===== src/common/pic_defines.svh =====
`ifndef PIC_DEFINES_SVH
`define PIC_DEFINES_SVH
// register byte addresses
`define PIC_ADDR_ENABLE_SET   8'h00
`define PIC_ADDR_ENABLE_CLEAR 8'h04
`define PIC_ADDR_PENDING_SET  8'h08
`define PIC_ADDR_PENDING_CLR  8'h0C
`define PIC_ADDR_PRIORITY0    8'h10
`define PIC_ADDR_SOURCE0      8'h20
`define PIC_ADDR_VECTOR_BASE  8'h30
`define PIC_ADDR_STATUS       8'h34
// reset values
`define PIC_RESET_WORD        32'h0000_0000
`define PIC_RESET_PRIO        3'h0
`define PIC_RESET_SOURCE      2'h0
`define PIC_RESET_VBASE       32'h0000_0000
// status field positions
`define PIC_STAT_DEPTH_LSB    0
`define PIC_STAT_LINE_LSB     8
`define PIC_STAT_PRIO_LSB     16
`define PIC_STAT_ACTIVE_BIT   24
`endif


===== src/common/pic_pkg.sv =====
package pic_pkg;
	typedef logic [31:0] pic_word_t;
	typedef logic [4:0]  pic_line_t;
	typedef logic [2:0]  pic_prio_t;
	typedef logic [5:0]  pic_depth_t;
	typedef enum logic [1:0] {PIC_SRC_FIXED, PIC_SRC_LOGIC_LEVEL, PIC_SRC_LOGIC_EDGE, PIC_SRC_DMA} pic_src_t;
	// one stacked context
	typedef struct packed {
		pic_line_t line;
		pic_prio_t prio;
	} pic_ctx_t;
	// request bundle to the core
	typedef struct packed {
		logic      valid;
		pic_line_t line;
		pic_word_t vector;
	} pic_req_t;
	// register port request
	typedef struct packed {
		logic      wr;
		logic      rd;
		logic [7:0] addr;
		pic_word_t wdata;
	} pic_bus_t;
endpackage : pic_pkg


===== src/hdl/pic_top.sv =====
// Our own choices: the plain strobed port and the register offsets.
`include "pic_defines.svh"
`timescale 1ns/10ps
`default_nettype none
module pic_top (
	input  wire logic              clk_sys,        // system clock, 125 MHz
	input  wire logic              rstn,           // asynchronous reset, active low
	input  wire pic_pkg::pic_bus_t bus,            // register port request
	output pic_pkg::pic_word_t     rdata,          // read data, cycle after read
	input  wire logic [31:0]       fixed_irq,      // fixed-function requests
	input  wire logic [31:0]       logic_irq,      // programmable_logic_array requests
	input  wire logic [31:0]       dma_request,    // dma completion requests
	output pic_pkg::pic_req_t      req,            // request to the core
	output pic_pkg::pic_prio_t     req_prio,       // priority of requested line
	input  wire logic              entry_acknowledge, // core took the request
	input  wire logic              exit_acknowledge   // core finished the handler
);
	import pic_pkg::*;

	localparam int DEPTH = 8;

	// ---------------------------------------------
	// state
	// ---------------------------------------------
	pic_word_t  enable;           // per-line enable state
	pic_word_t  pending;          // per-line pending state
	pic_prio_t  line_priority [32];
	pic_src_t   request_source_select [32];
	pic_word_t  vector_base;
	pic_ctx_t   stack [DEPTH];
	pic_depth_t depth;
	pic_word_t  s1, s2, s3;       // pin synchronisers
	pic_word_t  lvl;              // filtered line level
	pic_word_t  lvl_prev;
	pic_word_t  sel;              // selected request per line
	pic_word_t  edge_mode;        // line uses edge detection
	pic_word_t  hw_set;
	pic_word_t  wait_entry;       // edge arming blocked until entry

	logic      found;
	pic_line_t win_line;
	pic_prio_t win_prio;
	pic_word_t cand;
	logic      preempt_ok;
	pic_ctx_t  top_ctx;

	// ---------------------------------------------
	// input synchronisers: change counts when stages 2 and 3 agree
	// ---------------------------------------------
	always_ff @(posedge clk_sys or negedge rstn) begin
		if (!rstn) begin
			s1 <= `PIC_RESET_WORD;
			s2 <= `PIC_RESET_WORD;
			s3 <= `PIC_RESET_WORD;
		end else begin
			s1 <= sel;
			s2 <= s1;
			s3 <= s2;
		end
	end

	// filtered level updated only when stages agree
	always_ff @(posedge clk_sys or negedge rstn) begin
		if (!rstn) begin
			lvl      <= `PIC_RESET_WORD;
			lvl_prev <= `PIC_RESET_WORD;
		end else begin
			lvl      <= (s2 & s3) | (lvl & (s2 | s3));
			lvl_prev <= lvl;
		end
	end

	// ---------------------------------------------
	// source selection and triggering
	// ---------------------------------------------
	genvar g;
	generate
		for (g = 0; g < 32; g++) begin : g_line
			logic sel_g; // selected request of this line
			logic hw_g;  // hardware set of this line
			// pick one of three inputs per line; both logic source codes select logic_irq
			always_comb begin
				unique case (request_source_select[g])
					PIC_SRC_FIXED:       sel_g = fixed_irq[g];
					PIC_SRC_LOGIC_LEVEL: sel_g = logic_irq[g];
					PIC_SRC_LOGIC_EDGE:  sel_g = logic_irq[g];
					PIC_SRC_DMA:         sel_g = dma_request[g];
				endcase
			end
			// each line drives only its own bit, so the vectors have one driver per bit
			assign sel[g]       = sel_g;
			assign edge_mode[g] = (request_source_select[g] != PIC_SRC_LOGIC_LEVEL);
			// rising edge for pulse lines; level lines pend on assertion
			always_comb begin
				if (edge_mode[g])
					hw_g = lvl[g] & ~lvl_prev[g] & ~wait_entry[g];
				else
					hw_g = lvl[g] & ~wait_entry[g] & ~active_line(5'(g));
			end
			assign hw_set[g] = hw_g;
		end
	endgenerate

	// line is on the context stack
	function automatic logic active_line(input pic_line_t l);
		logic hit;
		hit = 1'b0;
		for (int k = 0; k < DEPTH; k++)
			if (6'(k) < depth && stack[k].line == l)
				hit = 1'b1;
		return hit;
	endfunction : active_line

	// edges ignored while the line is pending, until entry acknowledge
	always_ff @(posedge clk_sys or negedge rstn) begin
		if (!rstn) begin
			wait_entry <= `PIC_RESET_WORD;
		end else begin
			for (int i = 0; i < 32; i++) begin
				if (entry_acknowledge && req.valid && win_line == 5'(i))
					wait_entry[i] <= 1'b0;
				else if (pending[i])
					wait_entry[i] <= 1'b1;
				else
					wait_entry[i] <= 1'b0;
			end
		end
	end

	// ---------------------------------------------
	// enable register
	// ---------------------------------------------
	always_ff @(posedge clk_sys or negedge rstn) begin
		if (!rstn) begin
			enable <= `PIC_RESET_WORD;
		end else if (bus.wr && bus.addr == `PIC_ADDR_ENABLE_SET) begin
			enable <= enable | bus.wdata;
		end else if (bus.wr && bus.addr == `PIC_ADDR_ENABLE_CLEAR) begin
			enable <= enable & ~bus.wdata;
		end
	end

	// ---------------------------------------------
	// pending register
	// ---------------------------------------------
	pic_word_t sw_set, sw_clr, ack_clr, exit_set;
	always_comb begin
		sw_set   = (bus.wr && bus.addr == `PIC_ADDR_PENDING_SET) ? bus.wdata : 32'h0000_0000;
		sw_clr   = (bus.wr && bus.addr == `PIC_ADDR_PENDING_CLR) ? bus.wdata : 32'h0000_0000;
		ack_clr  = (entry_acknowledge && req.valid) ? (32'h0000_0001 << win_line) : 32'h0000_0000;
		exit_set = 32'h0000_0000;
		if (exit_acknowledge && depth != 6'h00 && !edge_mode[top_ctx.line] && lvl[top_ctx.line])
			exit_set = 32'h0000_0001 << top_ctx.line;
	end

	// hardware sets win over every clear; a set while set stays one bit
	always_ff @(posedge clk_sys or negedge rstn) begin
		if (!rstn) begin
			pending <= `PIC_RESET_WORD;
		end else begin
			pending <= ((pending & ~sw_clr & ~ack_clr) | sw_set) | hw_set | exit_set;
		end
	end

	// ---------------------------------------------
	// priority, source and vector registers
	// ---------------------------------------------
	always_ff @(posedge clk_sys or negedge rstn) begin
		if (!rstn) begin
			for (int i = 0; i < 32; i++) begin
				line_priority[i]         <= `PIC_RESET_PRIO;
				request_source_select[i] <= pic_src_t'(`PIC_RESET_SOURCE);
			end
			vector_base <= `PIC_RESET_VBASE;
		end else if (bus.wr) begin
			// eight 3-bit fields per word, four bits apart
			for (int w = 0; w < 4; w++) begin
				if (bus.addr == `PIC_ADDR_PRIORITY0 + 8'(4 * w))
					for (int f = 0; f < 8; f++)
						line_priority[8 * w + f] <= bus.wdata[4 * f +: 3];
			end
			// sixteen 2-bit fields per word
			for (int w = 0; w < 2; w++) begin
				if (bus.addr == `PIC_ADDR_SOURCE0 + 8'(4 * w))
					for (int f = 0; f < 16; f++)
						request_source_select[16 * w + f] <= pic_src_t'(bus.wdata[2 * f +: 2]);
			end
			if (bus.addr == `PIC_ADDR_VECTOR_BASE)
				vector_base <= bus.wdata;
		end
	end

	// ---------------------------------------------
	// arbitration and request
	// ---------------------------------------------
	assign cand = pending & enable;

	pic_arbiter i_pic_arbiter (
		.cand     (cand),
		.prio     (line_priority),
		.found    (found),
		.win_line (win_line),
		.win_prio (win_prio)
	);

	assign top_ctx    = (depth != 6'h00) ? stack[3'(depth - 6'h01)] : '0;
	// stacked priority is kept, so later priority writes leave service alone
	assign preempt_ok = (depth == 6'h00) || (win_prio < top_ctx.prio);

	always_comb begin
		req.valid  = found && preempt_ok && (depth < 6'(DEPTH));
		req.line   = win_line;
		req.vector = vector_base + {25'h0000000, win_line, 2'h0};
		req_prio   = win_prio;
	end

	// ---------------------------------------------
	// context stack
	// ---------------------------------------------
	always_ff @(posedge clk_sys or negedge rstn) begin
		if (!rstn) begin
			depth <= 6'h00;
			for (int k = 0; k < DEPTH; k++)
				stack[k] <= '0;
		end else if (entry_acknowledge && req.valid) begin
			stack[3'(depth)] <= '{line: win_line, prio: win_prio};
			depth            <= depth + 6'h01;
		end else if (exit_acknowledge && depth != 6'h00) begin
			depth <= depth - 6'h01;
		end
	end

	// ---------------------------------------------
	// read port
	// ---------------------------------------------
	always_ff @(posedge clk_sys or negedge rstn) begin
		if (!rstn) begin
			rdata <= `PIC_RESET_WORD;
		end else if (bus.rd) begin
			rdata <= 32'h0000_0000;
			if (bus.addr == `PIC_ADDR_ENABLE_SET || bus.addr == `PIC_ADDR_ENABLE_CLEAR)
				rdata <= enable;
			if (bus.addr == `PIC_ADDR_PENDING_SET || bus.addr == `PIC_ADDR_PENDING_CLR)
				rdata <= pending;
			for (int w = 0; w < 4; w++)
				if (bus.addr == `PIC_ADDR_PRIORITY0 + 8'(4 * w))
					for (int f = 0; f < 8; f++)
						rdata[4 * f +: 3] <= line_priority[8 * w + f];
			for (int w = 0; w < 2; w++)
				if (bus.addr == `PIC_ADDR_SOURCE0 + 8'(4 * w))
					for (int f = 0; f < 16; f++)
						rdata[2 * f +: 2] <= request_source_select[16 * w + f];
			if (bus.addr == `PIC_ADDR_VECTOR_BASE)
				rdata <= vector_base;
			if (bus.addr == `PIC_ADDR_STATUS) begin
				rdata[`PIC_STAT_DEPTH_LSB +: 6] <= depth;
				rdata[`PIC_STAT_LINE_LSB +: 5]  <= top_ctx.line;
				rdata[`PIC_STAT_PRIO_LSB +: 3]  <= top_ctx.prio;
				rdata[`PIC_STAT_ACTIVE_BIT]     <= (depth != 6'h00);
			end
		end else begin
			rdata <= 32'h0000_0000;
		end
	end
endmodule : pic_top
`default_nettype wire


===== src/hdl/pic_arbiter.sv =====
`timescale 1ns/10ps
`default_nettype none
module pic_arbiter (
	input  wire logic [31:0]         cand,      // pending and enabled lines
	input  wire pic_pkg::pic_prio_t  prio [32], // per-line priority
	output logic                     found,     // a candidate exists
	output pic_pkg::pic_line_t       win_line,  // winning line
	output pic_pkg::pic_prio_t       win_prio   // its priority
);
	import pic_pkg::*;
	// scan from high line down so lower line number wins ties
	always_comb begin
		found    = 1'b0;
		win_line = 5'h00;
		win_prio = 3'h7;
		for (int i = 31; i >= 0; i--) begin
			if (cand[i] && (!found || prio[i] <= win_prio)) begin
				found    = 1'b1;
				win_line = 5'(i);
				win_prio = prio[i];
			end
		end
	end
endmodule : pic_arbiter
`default_nettype wire


===== config.mk =====
export PLATFORM = sky130hd
export DESIGN_NAME = pic_top
export DESIGN_NICKNAME = d
export VERILOG_FILES = /design/src/common/pic_pkg.sv /design/src/hdl/pic_top.sv /design/src/hdl/pic_arbiter.sv
export VERILOG_INCLUDE_DIRS = /design/src /design/src/common
export SDC_FILE = /design/constraint.sdc
export NUM_CORES = 2
export LEC_CHECK = 0
export BUFFER_PORTS_ARGS = -buffer_cell sky130_fd_sc_hd__buf_2
export CORE_UTILIZATION = 62
export DETAILED_ROUTE_END_ITERATION = 8
export HOLD_SLACK_MARGIN = 0.02
export PLACE_DENSITY = 0.89
export SYNTH_ARGS = -nofsm -noshare
export SYNTH_HDL_FRONTEND = slang
export SYNTH_SLANG_ARGS = --single-unit

===== constraint.sdc =====
create_clock -name clk_sys -period 61.5 [get_ports clk_sys]
set_input_delay 12.3 -clock clk_sys [delete_from_list [all_inputs] [get_ports clk_sys]]
set_output_delay 12.3 -clock clk_sys [all_outputs]
set_load 0.05 [all_outputs]

==> results.toml <==
[run_status]
outcome = "finished clean"

[routing]
viasPerCell = 7.352
drt_wl_total_mm = 129.5
drc = 0
vias = 30140
dr.first_iter.drc_count = 4837
drtAntennaViolNets = 0
wl_per_cell_um = 31.60
first_pass_iters = 9

[finish]
layout-drive-gt1-share = 0.2022
finish.utilization = 0.7081
nNetsFinal = 3719
syn_to_final_growth_pct = 12.69

[critical_path]
crit_arrival_ps = 46020
reg2regPathDepth = 225
critPathLaunch = "pending[31]$_DFF_PN0_"
cpMostUsedCell = "ha_1"
cp_max_fo = 12
regToRegSetupSlack_ps = 16050
required_ps = 49200
timing.rr.end = "stack[56]$_DFFE_PN0P_"
critPathCapture = "req[31]"
path_class = "reg2out"
crit_slowest_cell = "o311ai_2"
cp-end-kind = "output pin"
start_kind = "flop"
max_stage_delay_ps = 500
rr_startpoint = "pending[31]$_DFF_PN0_"

[placement]
place_congestion = 1.061
hpwl_mm = 92.12
portBuffers = 214

[timing]
fmax_mhz = 17.15
slew_violations = 0
whs_ps = 341.1
clock-skew-final_ps = 102.0
fin_setup_tns_ps = 0
finalCritPeriodShare = 0.9483
hold_viol_final = 0
worst_pin_slew_ps = 1337
setup_viol = 0
min_period_ps = 58320
slew_headroom = 0.1079

[logic_synthesis]
synthFlopType = "dfrtp_1"
netlist_instances = 3202
yosys_warnings = 0
synth_seq_cells = 550
synth_edf_count = 0
syn_nets = 3544
async_reset_ff_frac = 1.000
avgSynthCellArea_sq_um = 10.07
synth_area_sq_mm = 0.03224
yosysUniqueCellTypes = 90
seq_area_frac_synth = 0.4270

[min_path]
hold_path_class = "reg2reg"

[job]
maxCapViolCount = 0

[floorplan]
initial_core_util = 0.6284
die-area_sq_mm = 0.05291
row_count = 83
pin_count = 215
die_w_um = 230.0
die_h_um = 230.0
coreArea_sq_mm = 0.05130

[cts]
worstSkewPairLatency_ps = 710
cts_tree = "built"
cts-htree-levels = 2
cts.sinks = 550
clk_root_buffer_cell = "clkbuf_16"
numCtsBuffers = 56
cts.clk_slew.worst_paths_ps = 70
ctsHoldBuffers = 0
clock_path_buffers = 3

[global_route]
grt_util_all_layers = 0.4833
grt_pass1_vias = 29020
grt_pass1_wl_mm = 189.1
grt_max_degree = 118
grt_antenna_before_repair = 9
grt_overflow_total = 0

[power_and_ir_drop]
p_leak_nw = 16.63
p_per_area_mw_per_mm2 = 42.51
p_total_mw = 1.544
ir_worst_vdd_v = 0.00002901
sequential cells by signal, summed over array words and instances (netlist names), named ones only:
signal / cells
line_priority: 96
request_source_select: 64
stack: 64
lvl: 32
lvl_prev: 32
pending: 32
rdata: 32
s1: 32
s2: 32
s3: 32
vector_base: 32
wait_entry: 32
depth: 6
cell type report:
class / count / area, sq um
Clock inverter: 21 / 397.9
Antenna cell: 2 / 5.005
Tap cell: 680 / 850.8
Clock buffer: 78 / 1594
Inverter: 151 / 566.8
Sequential cell: 550 / 13760
Timing Repair Buffer: 280 / 1579
Fill cell: 3587 / 14980
Multi-Input combinational cell: 2338 / 17570
through the flow:
stage | setup slack [ps] | area [sq um] | instances
3_3_place_gp | 636.0 | 33860 | 3973
5_1_grt | -157.8 | 36320 | 4098
4_1_cts | 140.1 | 35900 | 4072
2_1_floorplan | 5269 | 32240 | 3202
6_report | 3179 | 36330 | 4100
3_5_place_dp | -262.6 | 33860 | 3973
critical path: cells and delay by family, from the launching register on:
family                   cells  cell delay, ps
AO/OA/AOI/OAI              116           23250
AND/OR/NAND/NOR             62            9710
adder cells (fa/ha/maj)     32            8710
multiplexers                 6            1540
buffers and inverters       12            1360
flip-flops                   1             440
XOR/XNOR                     1             220
kinds of logic (layout without fill, tap and decap cells):
kind of cell    count (synthesis)  after routing  share of synthesized area
compound gates                845            845                     0.1817
fa+ha+maj                     232            232                    0.08780
simple gates                  880            880                     0.1323
other cells                     0              2                          0
flops                         550            550                     0.4270
buf+inv                       314            530                    0.03753
xor+xnor                       33             33                   0.008966
mux                           348            348                     0.1247
cell usage in the layout, fill, tap and decap left out, types with 62 or more instances in the layout:
master and instances:
dfrtp_1 550, nand2_1 278, mux2_2 213, buf_2 212
ha_1 199, nor2_1 184, inv_1 150, a21oi_1 146
o21ai_0 140, nand3_1 83, a22oi_1 72, a31oi_1 68
buf_4 66, mux2i_1 62
Yosys cell counts (8+ instances only):
master    count  area, sq um
and2_1       22        137.6
nor2_1      196        735.7
o21a_1       41        307.8
nor3b_1      35        262.8
a211oi_1     20        150.1
a211o_1      10        87.58
mux2_1       57        641.9
inv_1       150        563.0
a31oi_1      72        450.4
maj3_1       32        320.3
a22o_1        8        70.07
o21ai_0     148        740.7
a21o_1       46        345.3
nand2_1     280         1051
buf_2        13        65.06
and4_1        9        78.83
or4_1         9        67.56
nand4_1      24        150.1
a222oi_1     25        250.2
and3_1       19        118.9
a221o_1      26        260.3
nand2b_1     38        237.7
o22ai_1      42        262.8
mux4_2       16        360.4
o211ai_1     12        90.09
ha_1        199         2490
or2_2        12        75.07
xor2_1        8        70.07
or3_1        10        62.56
nand3b_1     11        82.58
a22oi_1      72        540.5
nor2b_1      48        300.3
nand3_1      85        425.4
buf_1        21        78.83
dfrtp_1     550        13760
mux2_2      213         2399
clkbuf_1    125        469.2
nor3_1       58        290.3
a32oi_1      15        131.4
a21oi_1     155        775.7
o221ai_1     18        157.7
mux2i_1      62        620.6
xnor2_1      25        219.0
a221oi_1     36        315.3
nor4_1        9        56.30
where the power goes:
part	total (mW)	internal, mW	switching (mW)	leakage, nW
clock network	0.373	0.216	0.157	0.966
logic	0.684	0.232	0.451	8.68
registers	0.487	0.410	0.0775	6.98
layer usage:
metal  wire length, um  global-route usage  vias to the layer above
met1             45860              0.6134                    14460
met5                36                   0                        -
met4             11160              0.3274                        6
met3             18870              0.1656                      758
met2             53620              0.6967                     2700
li1                  -                   -                    12220
how the worst min path moves through the flow:
stage / startpoint / cells past startpoint / to / slack [ps]
final: s1[21]$_DFF_PN0_ / 0 / s2[21]$_DFF_PN0_ / 340
after detailed placement: s1[30]$_DFF_PN0_ / 0 / s2[30]$_DFF_PN0_ / 330
after global placement: s1[29]$_DFF_PN0_ / 0 / s2[29]$_DFF_PN0_ / 330
after CTS: s1[19]$_DFF_PN0_ / 0 / s2[19]$_DFF_PN0_ / 330
after global routing: s1[19]$_DFF_PN0_ / 0 / s2[19]$_DFF_PN0_ / 340
after floorplan: s1[0]$_DFF_PN0_ / 0 / s2[0]$_DFF_PN0_ / 330
repair_timing:
item	in CTS	in global routing
setup endpoints to repair	25	39
pin swaps	0	15
buffers inserted	0	26
resized for setup	8	57
(Power assumes the default switching activity.)
